--- config.mk ---
export PLATFORM = sky130hd
export DESIGN_NAME = lpg_guard
export DESIGN_NICKNAME = d
export VERILOG_FILES = /design/src/lpg_mclk_div.sv /design/src/lpg_guard.sv
export SDC_FILE = /design/constraint.sdc
export NUM_CORES = 1
export LEC_CHECK = 0
export BUFFER_PORTS_ARGS = -buffer_cell sky130_fd_sc_hd__buf_2
export CELL_PAD_IN_SITES_DETAIL_PLACEMENT = 1
export CELL_PAD_IN_SITES_GLOBAL_PLACEMENT = 2
export CORE_MARGIN = 1.5
export CORE_UTILIZATION = 43
export CTS_CLUSTER_DIAMETER = 100
export DETAILED_ROUTE_END_ITERATION = 12
export GPL_TIMING_DRIVEN = 1
export HOLD_SLACK_MARGIN = 0.15
export PLACE_DENSITY = 0.92
export SETUP_SLACK_MARGIN = 0.3
export SYNTH_ARGS = -nofsm -noshare
export SYNTH_HDL_FRONTEND = slang
export SYNTH_HIERARCHICAL = 1
export SYNTH_SLANG_ARGS = --single-unit
--- constraint.sdc ---
create_clock -name ref_clk -period 5.7 [get_ports ref_clk]
set_input_delay 0 -clock ref_clk [delete_from_list [all_inputs] [get_ports ref_clk]]
set_output_delay 0 -clock ref_clk [all_outputs]
set_load 0.05 [all_outputs]
--- src/lpg_mclk_div.sv ---
// constants and main clock enable divider for the wake-up clock guard
`timescale 1ns/100ps
`default_nettype none

package lpg_pkg;
	localparam int CLK_PERIOD_NS = 10;
	localparam int OVS_US = 6;
	localparam int FP_DELAY_US = 2;
	localparam int NORM_DELAY_US = 150;
	// least times round up, longest times round down
	localparam int OVS_CYC = (OVS_US * 1000) / CLK_PERIOD_NS;
	localparam int FP_CYC = (FP_DELAY_US * 1000 + CLK_PERIOD_NS - 1)
		/ CLK_PERIOD_NS;
	localparam int NORM_CYC = (NORM_DELAY_US * 1000 + CLK_PERIOD_NS - 1)
		/ CLK_PERIOD_NS;
	localparam logic [6:0] WAIT_LVL0 = 7'h20;
	localparam logic [6:0] WAIT_LVL1 = 7'h30;
	localparam logic [6:0] WAIT_LVL2 = 7'h50;
	localparam logic [6:0] WAIT_LVL3 = 7'h64;
	localparam logic [2:0] DIV_BY_TWO = 3'h1;
	localparam logic [2:0] DIV_MAX = 3'h5;
	localparam int CNT_W = 16;
	typedef enum logic [1:0] {
		ST_RUN = 2'h0,
		ST_HOLD = 2'h1,
		ST_WAIT = 2'h3
	} lpg_state_t;
endpackage

// main clock enable: one pulse every 2**div cycles, div clamped to 5
module lpg_mclk_div (
	input wire logic ref_clk,
	input wire logic rst_b,
	input wire logic [2:0] div,
	output logic en
);
	logic [4:0] cnt_r;
	logic [4:0] cnt_nxt;
	logic [4:0] mask;
	logic [2:0] d;

	// mask picks the low bits that must wrap before a pulse
	always_comb
	begin
		d = (div > lpg_pkg::DIV_MAX) ? lpg_pkg::DIV_MAX : div;
		mask = ~(5'h1f << d);
		cnt_nxt = cnt_r + 5'h1;
		en = ((cnt_r & mask) == mask);
	end

	always_ff @(posedge ref_clk or negedge rst_b)
	begin
		if (!rst_b)
			cnt_r <= 5'h00;
		else
			cnt_r <= cnt_nxt;
	end
endmodule

`default_nettype wire

--- src/lpg_guard.sv ---
// wake-up clock guard around exit from the deep low-power modes
`default_nettype none
`timescale 1ns/100ps

module lpg_guard #(
	parameter int HOLD_NORM_CYC = lpg_pkg::NORM_CYC
) (
	input wire logic ref_clk,
	input wire logic rst_b,
	input wire logic lpm_wake,
	input wire logic [1:0] core_level,
	input wire logic [2:0] main_clock_divider_field,
	input wire logic sub_src_second_crystal,
	input wire logic low_side_full_performance_bit,
	output logic main_clk_en,
	output logic osc_overshoot,
	output logic sub_clock_fast,
	output logic cpu_hold,
	output logic restore_ready,
	output logic supervisor_reset
);
	localparam logic [15:0] OVS_LD = 16'(lpg_pkg::OVS_CYC);
	localparam logic [15:0] FP_LD = 16'(lpg_pkg::FP_CYC);

	lpg_pkg::lpg_state_t st_r;
	lpg_pkg::lpg_state_t st_nxt;
	logic [15:0] ov_cnt_r;
	logic [15:0] ov_cnt_nxt;
	logic [15:0] hold_cnt_r;
	logic [15:0] hold_cnt_nxt;
	logic [6:0] wait_cnt_r;
	logic [6:0] wait_cnt_nxt;
	logic ready_r;
	logic ready_nxt;
	logic sub_fast_r;
	logic sub_fast_nxt;
	logic [1:0] lvl_r;
	logic [15:0] settle_cnt_r;
	logic [15:0] settle_cnt_nxt;
	logic settle_fp_r;
	logic settle_fp_nxt;
	logic sup_rst_r;
	logic sup_rst_nxt;
	logic raise;

	// level-dependent wake settle count in main clock cycles
	function automatic logic [6:0] lvl_wait(input logic [1:0] lvl);
		case (lvl)
			2'h0: lvl_wait = lpg_pkg::WAIT_LVL0;
			2'h1: lvl_wait = lpg_pkg::WAIT_LVL1;
			2'h2: lvl_wait = lpg_pkg::WAIT_LVL2;
			default: lvl_wait = lpg_pkg::WAIT_LVL3;
		endcase
	endfunction

	// supervisor delay by performance mode
	function automatic logic [15:0] sup_delay(input logic fp);
		sup_delay = fp ? FP_LD : 16'(HOLD_NORM_CYC);
	endfunction

	// main clock runs at the software divider; the divider clamps it to 5 in hardware
	lpg_mclk_div u_div (
		.ref_clk(ref_clk),
		.rst_b(rst_b),
		.div(main_clock_divider_field),
		.en(main_clk_en)
	);

	// oscillator overshoot window after each wake, and its effect on
	// the sub-system clock; nothing masks it, only the source choice helps
	always_comb
	begin
		ov_cnt_nxt = ov_cnt_r;
		if (lpm_wake)
			ov_cnt_nxt = OVS_LD;
		else if (ov_cnt_r != 16'h0000)
			ov_cnt_nxt = ov_cnt_r - 16'h0001;
		sub_fast_nxt = (ov_cnt_nxt != 16'h0000) && !sub_src_second_crystal;
	end

	always_ff @(posedge ref_clk or negedge rst_b)
	begin
		if (!rst_b)
		begin
			ov_cnt_r <= 16'h0000;
			sub_fast_r <= 1'b0;
		end
		else
		begin
			ov_cnt_r <= ov_cnt_nxt;
			sub_fast_r <= sub_fast_nxt;
		end
	end

	// wake sequence: cpu hold-off, then level wait in main clock cycles
	always_comb
	begin
		st_nxt = st_r;
		hold_cnt_nxt = hold_cnt_r;
		wait_cnt_nxt = wait_cnt_r;
		ready_nxt = ready_r;
		case (st_r)
			lpg_pkg::ST_RUN:
			begin
				if (lpm_wake)
				begin
					st_nxt = lpg_pkg::ST_HOLD;
					hold_cnt_nxt = sup_delay(low_side_full_performance_bit);
					ready_nxt = 1'b0;
				end
			end
			lpg_pkg::ST_HOLD:
			begin
				hold_cnt_nxt = hold_cnt_r - 16'h0001;
				if (hold_cnt_r == 16'h0001)
				begin
					st_nxt = lpg_pkg::ST_WAIT;
					wait_cnt_nxt = lvl_wait(core_level);
				end
			end
			lpg_pkg::ST_WAIT:
			begin
				// counted on main clock so it matches what software sees
				if (main_clk_en)
				begin
					wait_cnt_nxt = wait_cnt_r - 7'h01;
					if (wait_cnt_r == 7'h01)
					begin
						st_nxt = lpg_pkg::ST_RUN;
						ready_nxt = 1'b1;
					end
				end
			end
			default:
				st_nxt = lpg_pkg::ST_RUN;
		endcase
	end

	always_ff @(posedge ref_clk or negedge rst_b)
	begin
		if (!rst_b)
		begin
			st_r <= lpg_pkg::ST_RUN;
			hold_cnt_r <= 16'h0000;
			wait_cnt_r <= 7'h00;
			ready_r <= 1'b1;
		end
		else
		begin
			st_r <= st_nxt;
			hold_cnt_r <= hold_cnt_nxt;
			wait_cnt_r <= wait_cnt_nxt;
			ready_r <= ready_nxt;
		end
	end

	// core level raise under the supervisor: the short delay ends before
	// the core has settled, so full performance means a reset
	assign raise = (core_level > lvl_r);

	always_comb
	begin
		settle_cnt_nxt = settle_cnt_r;
		settle_fp_nxt = settle_fp_r;
		sup_rst_nxt = 1'b0;
		if (raise)
		begin
			settle_cnt_nxt = sup_delay(low_side_full_performance_bit);
			settle_fp_nxt = low_side_full_performance_bit;
		end
		else if (settle_cnt_r != 16'h0000)
		begin
			settle_cnt_nxt = settle_cnt_r - 16'h0001;
			sup_rst_nxt = (settle_cnt_r == 16'h0001) && settle_fp_r;
		end
	end

	always_ff @(posedge ref_clk or negedge rst_b)
	begin
		if (!rst_b)
		begin
			lvl_r <= 2'h0;
			settle_cnt_r <= 16'h0000;
			settle_fp_r <= 1'b0;
			sup_rst_r <= 1'b0;
		end
		else
		begin
			lvl_r <= core_level;
			settle_cnt_r <= settle_cnt_nxt;
			settle_fp_r <= settle_fp_nxt;
			sup_rst_r <= sup_rst_nxt;
		end
	end

	assign osc_overshoot = (ov_cnt_r != 16'h0000);
	assign sub_clock_fast = sub_fast_r;
	assign cpu_hold = (st_r == lpg_pkg::ST_HOLD);
	assign restore_ready = ready_r;
	assign supervisor_reset = sup_rst_r;

	// assertion helper: cycles since the last raise and the mode it saw;
	// kept apart from the settle counter so the check is independent
	logic [15:0] since_raise_r;
	logic [15:0] since_raise_nxt;
	logic raise_fp_r;
	logic raise_fp_nxt;

	// saturates so a long quiet spell never wraps into a false match
	always_comb
	begin
		since_raise_nxt = since_raise_r;
		raise_fp_nxt = raise_fp_r;
		if (raise)
		begin
			since_raise_nxt = 16'h0001;
			raise_fp_nxt = low_side_full_performance_bit;
		end
		else if (since_raise_r != 16'h0000 && since_raise_r != 16'hffff)
			since_raise_nxt = since_raise_r + 16'h0001;
	end

	always_ff @(posedge ref_clk or negedge rst_b)
	begin
		if (!rst_b)
		begin
			since_raise_r <= 16'h0000;
			raise_fp_r <= 1'b0;
		end
		else
		begin
			since_raise_r <= since_raise_nxt;
			raise_fp_r <= raise_fp_nxt;
		end
	end
endmodule

`default_nettype wire

==> flow_metrics.env <==
export IMPL_yosys_area_top_type="dfrtp_1"
export IMPL_wire_per_inst_um=16.24
export IMPL_grt_use_total_pct=20.78
export IMPL_hold_class="in -> reg"
export IMPL_fp_coreArea_mm2=0.008299
export IMPL_route_vias_total=3063
export IMPL_path_class="reg -> reg"
export IMPL_startpoint_type="flop"
export IMPL_slew_viol_final=0
export IMPL_path_buf_inv=1
export IMPL_syn_avg_cell_area_um2=9.470
export IMPL_cts_setup_buffers=0
export IMPL_rsz0062_at_grt="no"
export IMPL_cts_tree="yes"
export IMPL_grt_pass1_wl_um=14760
export IMPL_port_buffers=15
export IMPL_yosysTopAreaCellShare_pct=45.16
export IMPL_diodes=0
export IMPL_combPwrFrac_pct=25.8
export IMPL_drc_errors=0
export IMPL_power_switching_mw=0.5401
export IMPL_path_max_fanout=5
export IMPL_yosysUniqueCellTypes=57
export IMPL_syn_nets=416
export IMPL_clock_path_buffers=2
export IMPL_yosysWarningCount=6
export IMPL_slowest_delay_ns=0.46
export IMPL_finalSetupTns_ns=0
export IMPL_drive_gt1_share_pct=11.58
export IMPL_synth_area_leaders="dfrtp_1, ha_1, o21ai_0, nand2_1, nor2_1"
export IMPL_crit_chain="inv_1, ha_1, nor3b_1, nand4b_1, a221o_1, nand4b_1, nor4b_1, a41oi_2"
export IMPL_pwr_share_clk_pct=25.7
export IMPL_netlist_area_mm2=0.003712
export IMPL_required_ns=5.92
export IMPL_clock_latency_ns=0.35
export IMPL_fmax_ghz=0.3779
export IMPL_finalSetupViolCount=0
export IMPL_crit_arrival_ns=2.87
export IMPL_stdcell_area_mm2=0.004144
export IMPL_htree_num_levels=3
export IMPL_synthCells=392
export IMPL_cts_resized=0
export IMPL_p_int_mw=0.9172
export IMPL_pwr_share_seq_pct=48.5
export IMPL_ys_seq_elements=68
export IMPL_ant_nets=0
export IMPL_finalClockSkew_ns=0.008211
export IMPL_rows=33
export IMPL_ir_drop_mv=0.1867
export IMPL_clk_pin_slew_worst_paths_ns=0.08
export IMPL_powerDensity_mw_per_mm2=351.7
export IMPL_cp_slowest_cell="nor3b_1"
export IMPL_power_leakage_nw=1.705
export IMPL_die_x_um=95.92
export IMPL_clock_sinks=68
export IMPL_placedCellCount=506
export IMPL_cts_buffers=9
export IMPL_antenna_found_initial=0
export IMPL_hold_viol=0
export IMPL_gr_total_overflow=0
export IMPL_drt_total_wl_um=8574
export IMPL_synth_seq_area_share_pct=45.87
export IMPL_synth_edf_count=0
export IMPL_postPlaceCellArea_mm2=0.003896
export IMPL_dpl_hpwl_um=5935
export IMPL_min_period_ns=2.646
export IMPL_initial_core_util_pct=44.73
export IMPL_critPathTopFamily="simple AND/OR/NAND/NOR gates"
export IMPL_avgViaCountPerCell=5.801
export IMPL_place_gp_congestion=0.8570
export IMPL_fp_dieH_um=95.92
export IMPL_stdcell_count=528
export IMPL_synth_ff_type="dfrtp_1"
export IMPL_dr_pass1_iters=4
export IMPL_drt_iter0_markers=123
export IMPL_min_period_over_period_pct=46.43
export IMPL_status="completed"
export IMPL_postCtsHoldBufs=6
export IMPL_ys_async_sr_fraction_pct=100.0
export IMPL_dieArea_mm2=0.009200
export IMPL_io_pins=16
export IMPL_crit_top_cell="nand4b_1"
export IMPL_tightest_slew_ns=0.8772
export IMPL_drv_cap=0
export IMPL_grt_max_degree=69
export IMPL_crit_path_end_kind="flop"
export IMPL_area_growth_pct=11.63
export IMPL_grt_pass1_vias=3117
export IMPL_max_slew_margin_pct=41.52
export IMPL_cts_root_buf="clkbuf_8"
export IMPL_sw_frac_of_total_pct=37.06
export IMPL_nNetsFinal=442
[through the flow]
stage          util, %  worst slack (ns)  hold slack (ns)  power (mW)
3_5_place_dp     46.95             3.107           0.1485       1.087
4_1_cts          49.93             3.061           0.2737       1.470
5_1_grt          49.93             2.780           0.3441       1.564
2_1_floorplan        -             3.164          -0.2956      0.9651
3_3_place_gp     46.95             3.253           0.1399       1.059
6_report         49.93             3.054           0.2639       1.457
[area by class of cell]
cell class | instances | area, um2
clock buffers | 11 | 151.4
clock inverters | 5 | 36.28
fillers | 973 | 4155
inverters | 17 | 63.81
multi-input cells | 299 | 1908
flip-flops and latches | 68 | 1703
well taps | 105 | 131.4
repair buffers | 23 | 150.1
[cell usage after synthesis (all sizes together), types with 2 or more instances]
master / count
a211oi: 3
a21oi: 20
and4b: 2
clkbuf: 7
dfrtp: 67
ha: 14
inv: 16
mux2i: 10
nand2: 40
nand2b: 5
nand3: 14
nand3b: 5
nand4: 3
nand4b: 3
nor2: 39
nor2b: 7
nor3: 17
nor3b: 2
nor4: 11
nor4b: 4
o21a: 4
o21ai: 34
o22ai: 8
o311ai: 2
o31ai: 3
o41ai: 3
or3: 9
or4: 6
xnor2: 11
xor2: 6
[logic make-up after synthesis]
| group | Yosys count | synth area share (%) |
|---|---|---|
| simple gates | 170 | 25.24 |
| buf+inv | 25 | 2.730 |
| xor+xnor | 17 | 4.011 |
| fa+ha+maj | 14 | 4.719 |
| flops | 68 | 45.87 |
| mux | 10 | 2.696 |
| compound gates | 88 | 14.73 |
[placed cells by master, fill, tap and decap left out, types with 14 or more instances in the layout]
cell type and instances:
ha_1 14, nor3_1 16, inv_1 16, dfrtp_1 67
nor2_1 39, a21oi_1 19, nand3_1 14, o21ai_0 32
buf_2 15, nand2_1 40
[power by group through the flow]
| stage | Clock (mW) | Sequential [mW] | Combinational [mW] |
|---|---|---|---|
| 3_5_place_dp | 0 | 0.711 | 0.375 |
| 6_report | 0.374 | 0.706 | 0.377 |
| 2_1_floorplan | 0 | 0.686 | 0.279 |
| 4_1_cts | 0.383 | 0.704 | 0.383 |
| 3_3_place_gp | 0 | 0.703 | 0.356 |
| 5_1_grt | 0.403 | 0.726 | 0.435 |
[worst reg2reg max path: stages (launching register included)]
cell,delay (ns)
dfrtp_1,0.44
inv_1,0.12
ha_1,0.15
nor3b_1,0.46
nand4b_1,0.31
a221o_1,0.39
nand4b_1,0.18
nor4b_1,0.33
a41oi_2,0.15
[worst paths after layout]
check	startpoint	to	slack, ns	cells after the start
max	ov_cnt_r[0]$_DFF_PN0_	sub_clock_fast$_DFF_PN0_	3.05	8
min	main_clock_divider_field[2]	restore_ready$_DFFE_PN1P_	0.26	5
max reg2reg	ov_cnt_r[0]$_DFF_PN0_	sub_clock_fast$_DFF_PN0_	3.05	8
min reg2reg	hold_cnt_r[14]$_DFFE_PN0P_	hold_cnt_r[14]$_DFFE_PN0P_	0.48	1
max in group asynchronous	rst_b	settle_cnt_r[7]$_DFFE_PN0P_	4.74	3
min in group asynchronous	rst_b	ov_cnt_r[5]$_DFF_PN0_	0.37	3
[flip-flops by register name, summed over array words and instances, names as in the netlist]
name              cells
sub_clock_fast        1
st_r                  2
hold_cnt_r           16
supervisor_reset      1
settle_cnt_r         16
lvl_r                 2
u_div/cnt_r           5
restore_ready         1
wait_cnt_r            7
ov_cnt_r             16
settle_fp_r           1
[layer usage]
layer  vias to the layer above  GRT usage [%]  share of wire, %
met5                         -              0                 0
met4                         0          8.456               1.8
met3                        13          2.844               2.4
met2                        35          34.51                48
met1                      1540          27.25                48
li1                       1475              -                 -
No activity file was read; power rests on OpenSTA's default activity.
